<file path="src/rtl/dacrt_map.svh">
`ifndef DACRT_MAP_SVH
`define DACRT_MAP_SVH

// ==========================================================================
// Register indices (byte address is four times the index).
`define DACRT_IDX_BYPASS 8'h06
`define DACRT_IDX_MODE 8'h20
`define DACRT_IDX_LATENCY 8'h21
`define DACRT_IDX_DIVIDER 8'h22
`define DACRT_IDX_PHASE 8'h23
`define DACRT_IDX_INTERP 8'h24
`define DACRT_IDX_RATE_P 8'h25
`define DACRT_IDX_RATE_Q 8'h26
`define DACRT_IDX_PARCNT 8'h27

// ==========================================================================
// Field positions.
`define DACRT_MODE_LVDS 0
`define DACRT_MODE_PRIO 2
`define DACRT_MODE_QUAD_UPCONVERT_MODE 3
`define DACRT_MODE_EN_LSB 4
`define DACRT_BYP_MAPPER 7
`define DACRT_BYP_FILTER 6
`define DACRT_DIV_LSB 4
`define DACRT_CAP_LSB 4
`define DACRT_SYNC_LSB 0

// ==========================================================================
// Reset values.
`define DACRT_RST_BYPASS 8'h00
`define DACRT_RST_MODE 8'h10
`define DACRT_RST_LATENCY 8'h00
`define DACRT_RST_DIVIDER 8'h10
`define DACRT_RST_PHASE 8'h07
`define DACRT_RST_INTERP 8'h00
`define DACRT_RST_RATE_P 8'h01
`define DACRT_RST_RATE_Q 8'h01

// ==========================================================================
// Timing counts.
`define DACRT_LAST_PHASE 4'hF
`define DACRT_HALF_PHASE 4'h8
`define DACRT_LAT_DEPTH 7

`endif

</file>
<file path="src/rtl/dacrt_pkg.sv">
package dacrt_pkg;
  typedef logic [7:0] dacrt_reg_t;
  typedef logic [31:0] dacrt_word_t;
  typedef logic [63:0] dacrt_chans_t;
endpackage

</file>
<file path="src/rtl/dacrt_lane_if.sv">
`timescale 1ns/1ns
`default_nettype none
// ==========================================================================
// Carrier between the retimer core and the lane mapper.
interface dacrt_lane_if;
  dacrt_pkg::dacrt_word_t word;
  logic [3:0] chan_en;
  logic prio;
  logic quad_upconvert_mode;
  dacrt_pkg::dacrt_chans_t ch_i;
  dacrt_pkg::dacrt_chans_t ch_q;
  modport core (output word, output chan_en, output prio, output quad_upconvert_mode, input ch_i, input ch_q);
  modport mapper (input word, input chan_en, input prio, input quad_upconvert_mode, output ch_i, output ch_q);
endinterface
`default_nettype wire

</file>
<file path="src/rtl/dacrt_lane_map.sv">
`timescale 1ns/1ns
`default_nettype none
// ==========================================================================
// Steers byte lanes or the upconverter I/Q pair to each channel.
module dacrt_lane_map (
  dacrt_lane_if.mapper lm
);
  genvar ch;
  generate
    for (ch = 0; ch < 4; ch++) begin : g_chan
      logic [1:0] below;
      logic [1:0] lane;
      // Packed lane is the count of enabled channels below this one.
      always_comb begin
        below = 2'h0;
        for (int k = 0; k < ch; k++) begin
          below = below + {1'b0, lm.chan_en[k]};
        end
      end
      assign lane = lm.prio ? 2'(ch) : below;
      // Upconverter mode hands the same I and Q to every channel.
      always_comb begin
        if (lm.quad_upconvert_mode) begin
          lm.ch_i[16*ch +: 16] = lm.word[31:16];
          lm.ch_q[16*ch +: 16] = lm.word[15:0];
        end else begin
          lm.ch_i[16*ch +: 16] = {lm.word[8*lane +: 8], 8'h00};
          lm.ch_q[16*ch +: 16] = 16'h0000;
        end
      end
    end
  endgenerate
endmodule
`default_nettype wire

</file>
<file path="src/rtl/dacrt_top.sv">
// The address-and-strobe port was left to the implementer.
`timescale 1ns/1ns
`default_nettype none
`include "dacrt_map.svh"
module dacrt_top (
  input wire logic CLK_SYS,
  input wire logic RST_N,
  input wire logic [9:0] ADDR,
  input wire logic [7:0] WDATA,
  input wire logic WR,
  input wire logic RD,
  output logic [7:0] RDATA,
  input wire logic [31:0] DATA_IN,
  input wire logic UPPER_HALF_PARITY,
  input wire logic LOWER_HALF_PARITY,
  input wire logic DIFF_PARITY_POS,
  input wire logic DIFF_PARITY_NEG,
  output logic DATA_CLOCK_OUT,
  output logic FRAME_REQUEST,
  output logic [63:0] CH_DATA_I,
  output logic [63:0] CH_DATA_Q,
  output logic [3:0] CH_VALID,
  output logic BYPASS_MAPPER,
  output logic BYPASS_FILTER
);
  // ==========================================================================
  // Register file.
  dacrt_pkg::dacrt_reg_t bypass, mode, latency, divider, phase, interp, rate_p, rate_q, parcnt;
  dacrt_pkg::dacrt_reg_t next_bypass, next_mode, next_latency, next_divider, next_phase;
  dacrt_pkg::dacrt_reg_t next_interp, next_rate_p, next_rate_q, next_parcnt, next_rdata;
  logic [1:0] err_n;
  logic hit_parcnt_wr;

  // Decode a write and compute the read answer for the next cycle.
  always_comb begin
    next_bypass = bypass;
    next_mode = mode;
    next_latency = latency;
    next_divider = divider;
    next_phase = phase;
    next_interp = interp;
    next_rate_p = rate_p;
    next_rate_q = rate_q;
    next_rdata = 8'h00;
    hit_parcnt_wr = 1'b0;
    if (WR) begin
      case (ADDR)
        {`DACRT_IDX_BYPASS, 2'b00}: next_bypass = WDATA;
        {`DACRT_IDX_MODE, 2'b00}: next_mode = WDATA;
        {`DACRT_IDX_LATENCY, 2'b00}: next_latency = {5'h00, WDATA[2:0]};
        {`DACRT_IDX_DIVIDER, 2'b00}: next_divider = {1'b0, WDATA[6:4], 4'h0};
        {`DACRT_IDX_PHASE, 2'b00}: next_phase = WDATA;
        {`DACRT_IDX_INTERP, 2'b00}: next_interp = {5'h00, WDATA[2:0]};
        {`DACRT_IDX_RATE_P, 2'b00}: next_rate_p = WDATA;
        {`DACRT_IDX_RATE_Q, 2'b00}: next_rate_q = WDATA;
        {`DACRT_IDX_PARCNT, 2'b00}: hit_parcnt_wr = 1'b1;
        default: ;
      endcase
    end
    if (RD) begin
      case (ADDR)
        {`DACRT_IDX_BYPASS, 2'b00}: next_rdata = bypass;
        {`DACRT_IDX_MODE, 2'b00}: next_rdata = mode;
        {`DACRT_IDX_LATENCY, 2'b00}: next_rdata = latency;
        {`DACRT_IDX_DIVIDER, 2'b00}: next_rdata = divider;
        {`DACRT_IDX_PHASE, 2'b00}: next_rdata = phase;
        {`DACRT_IDX_INTERP, 2'b00}: next_rdata = interp;
        {`DACRT_IDX_RATE_P, 2'b00}: next_rdata = rate_p;
        {`DACRT_IDX_RATE_Q, 2'b00}: next_rdata = rate_q;
        {`DACRT_IDX_PARCNT, 2'b00}: next_rdata = parcnt;
        default: next_rdata = 8'h00;
      endcase
    end
    // A mismatch in the clearing cycle still counts.
    next_parcnt = (hit_parcnt_wr ? 8'h00 : parcnt) + {6'h00, err_n};
  end

  // Registers the register file.
  always_ff @(posedge CLK_SYS) begin
    if (!RST_N) begin
      bypass <= `DACRT_RST_BYPASS;
      mode <= `DACRT_RST_MODE;
      latency <= `DACRT_RST_LATENCY;
      divider <= `DACRT_RST_DIVIDER;
      phase <= `DACRT_RST_PHASE;
      interp <= `DACRT_RST_INTERP;
      rate_p <= `DACRT_RST_RATE_P;
      rate_q <= `DACRT_RST_RATE_Q;
      parcnt <= 8'h00;
      RDATA <= 8'h00;
      BYPASS_MAPPER <= 1'b0;
      BYPASS_FILTER <= 1'b0;
    end else begin
      bypass <= next_bypass;
      mode <= next_mode;
      latency <= next_latency;
      divider <= next_divider;
      phase <= next_phase;
      interp <= next_interp;
      rate_p <= next_rate_p;
      rate_q <= next_rate_q;
      parcnt <= next_parcnt;
      RDATA <= next_rdata;
      BYPASS_MAPPER <= next_bypass[`DACRT_BYP_MAPPER];
      BYPASS_FILTER <= next_bypass[`DACRT_BYP_FILTER];
    end
  end

  // Field views.
  logic lvds, quad_upconvert_mode;
  logic [3:0] cap_sel, sync_sel;
  logic [2:0] lat, div_code, n_div;
  assign lvds = mode[`DACRT_MODE_LVDS];
  assign quad_upconvert_mode = mode[`DACRT_MODE_QUAD_UPCONVERT_MODE];
  assign cap_sel = phase[`DACRT_CAP_LSB +: 4];
  assign sync_sel = phase[`DACRT_SYNC_LSB +: 4];
  assign lat = latency[2:0];
  assign div_code = divider[`DACRT_DIV_LSB +: 3];
  // Codes 1, 2 and 4 divide; 0 stops the data clock, others are not usable.
  assign n_div = (div_code == 3'h1 || div_code == 3'h2 || div_code == 3'h4) ? div_code : 3'h0;

  // ==========================================================================
  // Phase counter and data clock divider.
  logic [3:0] ph, next_ph;
  logic [1:0] slot, next_slot, slot_last;
  logic dco_on, tick, next_dco;
  logic [5:0] pos;
  assign dco_on = (n_div != 3'h0);
  assign slot_last = 2'(n_div - 3'h1);
  assign tick = dco_on && (ph == `DACRT_LAST_PHASE) && (slot == slot_last);
  assign pos = {slot, ph};

  // One CLK_SYS cycle stands for one of the sixteen clock phases.
  always_comb begin
    next_ph = ph + 4'h1;
    next_slot = slot;
    if (!dco_on) begin
      next_ph = 4'h0;
      next_slot = 2'h0;
    end else if (ph == `DACRT_LAST_PHASE) begin
      next_slot = (slot == slot_last) ? 2'h0 : slot + 2'h1;
    end
    next_dco = dco_on && ({3'h0, pos} < {3'h0, n_div, 3'h0});
  end

  always_ff @(posedge CLK_SYS) begin
    if (!RST_N) begin
      ph <= 4'h0;
      slot <= 2'h0;
      DATA_CLOCK_OUT <= 1'b0;
    end else begin
      ph <= next_ph;
      slot <= next_slot;
      DATA_CLOCK_OUT <= next_dco;
    end
  end

  // ==========================================================================
  // Pin synchronisers.
  logic [35:0] pin_s1, pin_s2;
  always_ff @(posedge CLK_SYS) begin
    if (!RST_N) begin
      pin_s1 <= 36'h0;
      pin_s2 <= 36'h0;
    end else begin
      pin_s1 <= {UPPER_HALF_PARITY, LOWER_HALF_PARITY, DIFF_PARITY_POS, DIFF_PARITY_NEG, DATA_IN};
      pin_s2 <= pin_s1;
    end
  end

  // ==========================================================================
  // Three-stage retimer with parity check.
  dacrt_pkg::dacrt_word_t cap_word, sync_word, ret_word, next_cap, next_sync, next_ret;
  logic [15:0] rise_half, next_rise;
  logic cap_rise, cap_fall, sync_stb, lvds_bad;
  // Pins reach the capture stage three phases late, so the rising-edge half is taken half a period on.
  assign cap_rise = dco_on && (slot == 2'h0) && (ph == (lvds ? (cap_sel ^ `DACRT_HALF_PHASE) : cap_sel));
  assign cap_fall = lvds && dco_on && (slot == 2'h0) && (ph == cap_sel);
  assign sync_stb = dco_on && (slot == 2'h0) && (ph == sync_sel);
  assign lvds_bad = (^pin_s2[15:0]) ^ pin_s2[33] | (pin_s2[33] == pin_s2[32]);

  always_comb begin
    next_cap = cap_word;
    next_rise = rise_half;
    err_n = 2'h0;
    if (lvds) begin
      if (cap_rise) begin
        next_rise = pin_s2[15:0];
        err_n = {1'b0, lvds_bad};
      end
      if (cap_fall) begin
        // Upconverter keeps I from the rising edge in the upper half.
        next_cap = quad_upconvert_mode ? {rise_half, pin_s2[15:0]} : {pin_s2[15:0], rise_half};
        err_n = {1'b0, lvds_bad};
      end
    end else if (cap_rise) begin
      next_cap = pin_s2[31:0];
      err_n = {1'b0, (^pin_s2[31:16]) ^ pin_s2[35]} + {1'b0, (^pin_s2[15:0]) ^ pin_s2[34]};
    end
    next_sync = sync_stb ? cap_word : sync_word;
    next_ret = tick ? sync_word : ret_word;
  end

  always_ff @(posedge CLK_SYS) begin
    if (!RST_N) begin
      cap_word <= 32'h0;
      rise_half <= 16'h0;
      sync_word <= 32'h0;
      ret_word <= 32'h0;
    end else begin
      cap_word <= next_cap;
      rise_half <= next_rise;
      sync_word <= next_sync;
      ret_word <= next_ret;
    end
  end

  // ==========================================================================
  // Frame request pacing from a fractional accumulator.
  logic [16:0] acc, next_acc, acc_sum, thr;
  logic fs_free, next_fs;
  assign fs_free = (interp[2:0] == 3'h0) && (rate_p == rate_q);
  assign thr = {9'h000, rate_p} << interp[2:0];
  assign acc_sum = acc + {9'h000, rate_q};

  always_comb begin
    next_acc = acc;
    next_fs = FRAME_REQUEST;
    if (fs_free) begin
      next_fs = 1'b1;
      next_acc = 17'h0;
    end else if (tick) begin
      if (acc_sum >= thr) begin
        next_fs = 1'b1;
        next_acc = acc_sum - thr;
      end else begin
        next_fs = 1'b0;
        next_acc = acc_sum;
      end
    end
  end

  always_ff @(posedge CLK_SYS) begin
    if (!RST_N) begin
      acc <= 17'h0;
      FRAME_REQUEST <= 1'b0;
    end else begin
      acc <= next_acc;
      FRAME_REQUEST <= next_fs;
    end
  end

  // ==========================================================================
  // Latency stage and sample hand-off.
  dacrt_pkg::dacrt_word_t lat_line [`DACRT_LAT_DEPTH];
  dacrt_pkg::dacrt_word_t next_line [`DACRT_LAT_DEPTH];
  dacrt_pkg::dacrt_word_t lat_out;
  logic [`DACRT_LAT_DEPTH-1:0] req_hist, next_hist;
  logic take, req_sel;
  logic [63:0] next_i, next_q;
  logic [3:0] next_valid;
  dacrt_lane_if lane ();

  assign lat_out = (lat == 3'h0) ? ret_word : lat_line[lat - 3'h1];
  assign req_sel = (lat == 3'h0) ? FRAME_REQUEST : req_hist[lat - 3'h1];
  assign take = tick && req_sel;
  assign lane.word = lat_out;
  assign lane.chan_en = mode[`DACRT_MODE_EN_LSB +: 4];
  assign lane.prio = mode[`DACRT_MODE_PRIO];
  assign lane.quad_upconvert_mode = quad_upconvert_mode;

  dacrt_lane_map u_map (
    .lm(lane.mapper)
  );

  // Data and request history shift once per data clock cycle.
  always_comb begin
    for (int i = 0; i < `DACRT_LAT_DEPTH; i++) begin
      next_line[i] = lat_line[i];
    end
    next_hist = req_hist;
    if (tick) begin
      next_line[0] = ret_word;
      for (int i = 1; i < `DACRT_LAT_DEPTH; i++) begin
        next_line[i] = lat_line[i-1];
      end
      next_hist = {req_hist[`DACRT_LAT_DEPTH-2:0], FRAME_REQUEST};
    end
    next_i = CH_DATA_I;
    next_q = CH_DATA_Q;
    next_valid = 4'h0;
    if (take) begin
      next_i = lane.ch_i;
      next_q = lane.ch_q;
      next_valid = lane.chan_en;
    end
  end

  always_ff @(posedge CLK_SYS) begin
    if (!RST_N) begin
      for (int i = 0; i < `DACRT_LAT_DEPTH; i++) begin
        lat_line[i] <= 32'h0;
      end
      req_hist <= 7'h00;
      CH_DATA_I <= 64'h0;
      CH_DATA_Q <= 64'h0;
      CH_VALID <= 4'h0;
    end else begin
      lat_line <= next_line;
      req_hist <= next_hist;
      CH_DATA_I <= next_i;
      CH_DATA_Q <= next_q;
      CH_VALID <= next_valid;
    end
  end
endmodule
`default_nettype wire

</file>
<file path="config.mk">
export PLATFORM = sky130hd
export DESIGN_NAME = dacrt_top
export DESIGN_NICKNAME = d
export VERILOG_FILES = /design/src/rtl/dacrt_pkg.sv /design/src/rtl/dacrt_lane_if.sv /design/src/rtl/dacrt_lane_map.sv /design/src/rtl/dacrt_top.sv
export VERILOG_INCLUDE_DIRS = /design/src /design/src/rtl
export SDC_FILE = /design/constraint.sdc
export NUM_CORES = 1
export LEC_CHECK = 0
export BUFFER_PORTS_ARGS = -buffer_cell sky130_fd_sc_hd__buf_2
export CORE_ASPECT_RATIO = 1.5
export CORE_MARGIN = 3
export CORE_UTILIZATION = 35
export DETAILED_ROUTE_END_ITERATION = 6
export SLEW_MARGIN = 20
export SYNTH_ARGS = -nofsm -noshare
export SYNTH_HDL_FRONTEND = slang
export SYNTH_SLANG_ARGS = --single-unit
</file>
<file path="constraint.sdc">
create_clock -name CLK_SYS -period 4.9 [get_ports CLK_SYS]
set_clock_uncertainty 0.05 [all_clocks]
set_input_delay 0.735 -clock CLK_SYS [delete_from_list [all_inputs] [get_ports CLK_SYS]]
set_output_delay 0.735 -clock CLK_SYS [all_outputs]
set_load 0.05 [all_outputs]
</file>
==> metrics <==
Setup CP Type=flip-flop to flip-flop; hold slack=292 ps; clock root buffer=sky130_fd_sc_hd__clkbuf_16; sequential cell area=11300 µm²; post-detailed-routing wire length=71600 µm; Longest Clk Path Bufs=3; Slew @ Worst Pin=1210 ps; pin count of the biggest net entering global routing=230; number of fill cells=7518; kind of end point of the critical path=flip-flop; die outline area=79500 µm²; average vias per placed instance=5.11; Overall Global Routing Usage=17.5%; netlist area before placement=26600 µm²; run status=completed; power per unit of standard cell area=315 nW/µm²; Iteration-0 DRC Markers=1259; relative contribution of combinational cells to total power=4.0%; post-route setup TNS=0 ps; clock transition at the registers of the reported paths=70 ps; die span in x=231 µm; clock tree from TritonCTS=yes; clock sinks=565; number of pins exceeding their max-slew limit in the final report=0; number of antenna diodes=0; net count of the finished layout=3176; sequential power share=50.1%; portion of the clock cycle consumed by the worst path in the final layout=94.6%; number of global-route vias before repair=20000; critical path data arrival time=5130 ps; count of final hold-check violations=0; share of synthesized area occupied by flip-flops and latches=42.5%; met1 usage in global routing=20.5%; Max stage delay cell, worst path=sky130_fd_sc_hd__or4_1; Boundary Pins=202; switching component of the power=2090 µW; Antenna Nets Post-Route=0; cell internal power dissipation=7270 µW; antenna violations before repair=3; post-detailed-placement half-perimeter wirelength=48500 µm; global-route wire length before repair=113000 µm; total of buffers placed on input and output ports=201; initial cell density of the core=35.4%; number of synthesized register bits=565; highest attainable clock frequency=0.216 GHz; share of flip-flops with an asynchronous set or reset after synthesis=0%; final standard cell utilization of the core=39.5%; met2 track demand over resource in global routing=32.5%; Max Cap Viol=0; final critical delay including setup and external delays=4640 ps; number of warning messages in the yosys log=0; CP cell instances=ha_1 -> fa_1 -> a211oi_2 -> o21ai_0 -> and3_1 -> nand2_1 -> xnor2_1 -> ha_1 -> a211oi_2 -> nand2_1 -> or4_1 -> a211oi_2 -> o31ai_1 -> nor3_2 -> buf_4 -> mux2_2 -> a21oi_1; post-detailed-route wirelength per cell=17.4 µm; EDFF count, synth=0; Post-Syn Nets=3170; category of the worst setup path launch point=flip-flop; vertical die dimension=344 µm; TritonCTS Buffers=53; level count of the clock H-tree=2; total congestion overflow after global routing=0; routing layer with the top usage in global route=met2; switching power share of the total=22.3%; count of cell types in the netlist=69; required time of the critical path=5390 ps; Core Rows=123; Multi-input gate area=13900 µm²; normalized max-slew margin=19.2%; unrepaired setup endpoints after global routing=no; via count=21100; drc violations=0; layout overhead on the synthesized area=11.6%; Crit path largest cell delay=500 ps; worst-path fanout max=16; ys flop type=sky130_fd_sc_hd__dfxtp_1; number of buffers inserted by post-CTS setup repair=0; core region area=75300 µm²; area share of the leading cell type in the synthesized netlist=42.5%; path type of the worst min-delay path=primary input to flip-flop; insertion delay of the later-clocked pin in the worst-skew pair=600 ps; layout cells sized above 1=13.1%; most frequent cell on the critical path=sky130_fd_sc_hd__a211oi_2; cell type with the highest aggregate area in the netlist=sky130_fd_sc_hd__dfxtp_1; M3 GR Usage=1.83%; share of power burned in the clock network=45.9%; static leakage power=0.0104 µW; main area contributors after synthesis=sky130_fd_sc_hd__dfxtp_1 (42%), sky130_fd_sc_hd__nand2_1 (10%), sky130_fd_sc_hd__a21boi_0 (9.3%); mean area per synthesized cell=8.67 µm²; instance count of the mapped netlist=3074; Worst IR Drop VDD=245 µV; Finish-stage setup viols=0; weighted congestion reported at the end of routability-driven placement=0.884; number of detailed-routing iterations run before antenna repair=7
## layout make-up
type	instances	share of cell area [%]
Multi-Input combinational cell	2198	46.7
Inverter	11	0.139
Tap cell	1000	4.21
Clock inverter	29	1.14
Sequential cell	565	38.1
Clock buffer	68	4.95
Timing Repair Buffer	251	4.81
## synth_stat cells, types with 5 or more instances
| cell | count |
|---|---|
| sky130_fd_sc_hd__a211oi_1 | 20 |
| sky130_fd_sc_hd__a21boi_0 | 329 |
| sky130_fd_sc_hd__a21boi_1 | 24 |
| sky130_fd_sc_hd__a21o_1 | 6 |
| sky130_fd_sc_hd__a21oi_1 | 53 |
| sky130_fd_sc_hd__a22o_1 | 6 |
| sky130_fd_sc_hd__a22oi_1 | 18 |
| sky130_fd_sc_hd__a311oi_1 | 30 |
| sky130_fd_sc_hd__a31oi_1 | 16 |
| sky130_fd_sc_hd__and2_1 | 83 |
| sky130_fd_sc_hd__and3_1 | 16 |
| sky130_fd_sc_hd__buf_1 | 8 |
| sky130_fd_sc_hd__buf_2 | 20 |
| sky130_fd_sc_hd__buf_4 | 79 |
| sky130_fd_sc_hd__buf_6 | 6 |
| sky130_fd_sc_hd__clkbuf_1 | 187 |
| sky130_fd_sc_hd__dfxtp_1 | 565 |
| sky130_fd_sc_hd__ha_1 | 34 |
| sky130_fd_sc_hd__inv_1 | 11 |
| sky130_fd_sc_hd__mux2_2 | 11 |
| sky130_fd_sc_hd__mux2i_1 | 149 |
| sky130_fd_sc_hd__mux4_2 | 33 |
| sky130_fd_sc_hd__nand2_1 | 729 |
| sky130_fd_sc_hd__nand2b_1 | 11 |
| sky130_fd_sc_hd__nand3_1 | 95 |
| sky130_fd_sc_hd__nand3b_1 | 6 |
| sky130_fd_sc_hd__nand4_1 | 9 |
| sky130_fd_sc_hd__nor2_1 | 141 |
| sky130_fd_sc_hd__nor2b_1 | 73 |
| sky130_fd_sc_hd__nor3_1 | 23 |
| sky130_fd_sc_hd__nor4_1 | 5 |
| sky130_fd_sc_hd__o211a_1 | 16 |
| sky130_fd_sc_hd__o211ai_1 | 18 |
| sky130_fd_sc_hd__o21a_1 | 5 |
| sky130_fd_sc_hd__o21ai_0 | 47 |
| sky130_fd_sc_hd__o21ai_1 | 6 |
| sky130_fd_sc_hd__o22ai_1 | 15 |
| sky130_fd_sc_hd__o31ai_1 | 32 |
| sky130_fd_sc_hd__or3_1 | 8 |
| sky130_fd_sc_hd__xnor2_1 | 57 |
| sky130_fd_sc_hd__xor2_1 | 25 |
## power by group through the flow
stage | clock network (µW) | registers [µW] | logic, µW
after floorplan | 0 | 4780 | 278
after global placement | 0 | 4800 | 379
after detailed placement | 0 | 4800 | 382
after CTS | 4400 | 4690 | 384
after global routing | 4580 | 4690 | 424
final | 4290 | 4690 | 379
## layout by cell type (no fill, tap or decap), types with 9 or more instances in the layout
master,n
sky130_fd_sc_hd__nand2_1,728
sky130_fd_sc_hd__dfxtp_1,563
sky130_fd_sc_hd__a21boi_0,329
sky130_fd_sc_hd__buf_2,200
sky130_fd_sc_hd__mux2i_1,149
sky130_fd_sc_hd__nor2_1,139
sky130_fd_sc_hd__nand3_1,94
sky130_fd_sc_hd__and2_1,83
sky130_fd_sc_hd__nor2b_1,72
sky130_fd_sc_hd__xnor2_1,57
sky130_fd_sc_hd__a21oi_1,53
sky130_fd_sc_hd__clkbuf_16,53
sky130_fd_sc_hd__o21ai_0,47
sky130_fd_sc_hd__buf_4,47
sky130_fd_sc_hd__mux4_2,33
sky130_fd_sc_hd__ha_1,33
sky130_fd_sc_hd__o31ai_1,32
sky130_fd_sc_hd__a311oi_1,30
sky130_fd_sc_hd__xor2_1,25
sky130_fd_sc_hd__a21boi_1,24
sky130_fd_sc_hd__nor3_1,23
sky130_fd_sc_hd__a211oi_1,19
sky130_fd_sc_hd__a22oi_1,18
sky130_fd_sc_hd__o211ai_1,18
sky130_fd_sc_hd__a31oi_1,16
sky130_fd_sc_hd__o211a_1,16
sky130_fd_sc_hd__and3_1,15
sky130_fd_sc_hd__o22ai_1,15
sky130_fd_sc_hd__clkinv_2,13
sky130_fd_sc_hd__mux2_2,11
sky130_fd_sc_hd__nand2b_1,11
sky130_fd_sc_hd__inv_1,10
sky130_fd_sc_hd__nand4_1,9
sky130_fd_sc_hd__clkbuf_8,9
## through the flow
stage | instance area (µm²) | worst slack [ps] | std cells | power (µW)
6_report | 29700 | 263 | 4122 | 9360
5_1_grt | 29700 | 72.1 | 4122 | 9700
4_1_cts | 29700 | 201 | 4122 | 9470
3_5_place_dp | 27900 | 219 | 4025 | 5180
3_3_place_gp | 27900 | 272 | 4025 | 5170
2_1_floorplan | 26600 | 695 | 3074 | 5060
## flip-flops by register name, summed over array words and instances, names as in the netlist, 17 cells and up
| register | flops |
|---|---|
| lat_line | 224 |
| pin_s1 | 36 |
| cap_word | 32 |
| ret_word | 32 |
| pin_s2 | 36 |
| sync_word | 32 |
| CH_DATA_I | 40 |
| acc | 17 |
## routing by layer
metal	vias to the layer above	routed length, µm
met5	-	27
met4	4	2790
met3	135	2740
met2	484	36700
met1	9981	29300
li1	10500	-
## critical path, delay by kind of cell (launching register included)
| family | cells | cell delay [ps] |
|---|---|---|
| muxes | 1 | 360 |
| xor gates and xnor gates | 1 | 150 |
| AOI/OAI and AO/OA | 6 | 1150 |
| adders and majority gates | 3 | 1040 |
| DFF | 1 | 320 |
| and+or+nand+nor | 5 | 1230 |
| buffers and inverters | 1 | 280 |
## logic make-up (layout without fill, tap and decap cells)
logic type	Yosys count	in the layout	synth area share (%)
buf+inv	311	359	5.76
flops	565	565	42.5
compound gates	668	668	18.2
xor+xnor	84	84	2.82
simple gates	1215	1215	20.0
mux	193	193	8.85
fa+ha+maj	38	38	1.90
## final timing paths
path / start / to / slack (ps) / cells past startpoint
hold / removal: DIFF_PARITY_POS / pin_s1[33] / 290 / 2
setup / recovery: rate_q[0] / acc[8] / 260 / 17
hold reg to reg: pin_s1[6] / pin_s2[6] / 380 / 1
setup reg to reg: rate_q[0] / acc[8] / 260 / 17
## repair_timing
action	in CTS	in global routing
hold buffers	0	0
endpoints found under the setup margin	0	3
resized for setup	0	2
No activity file was read; power rests on OpenSTA's default activity.
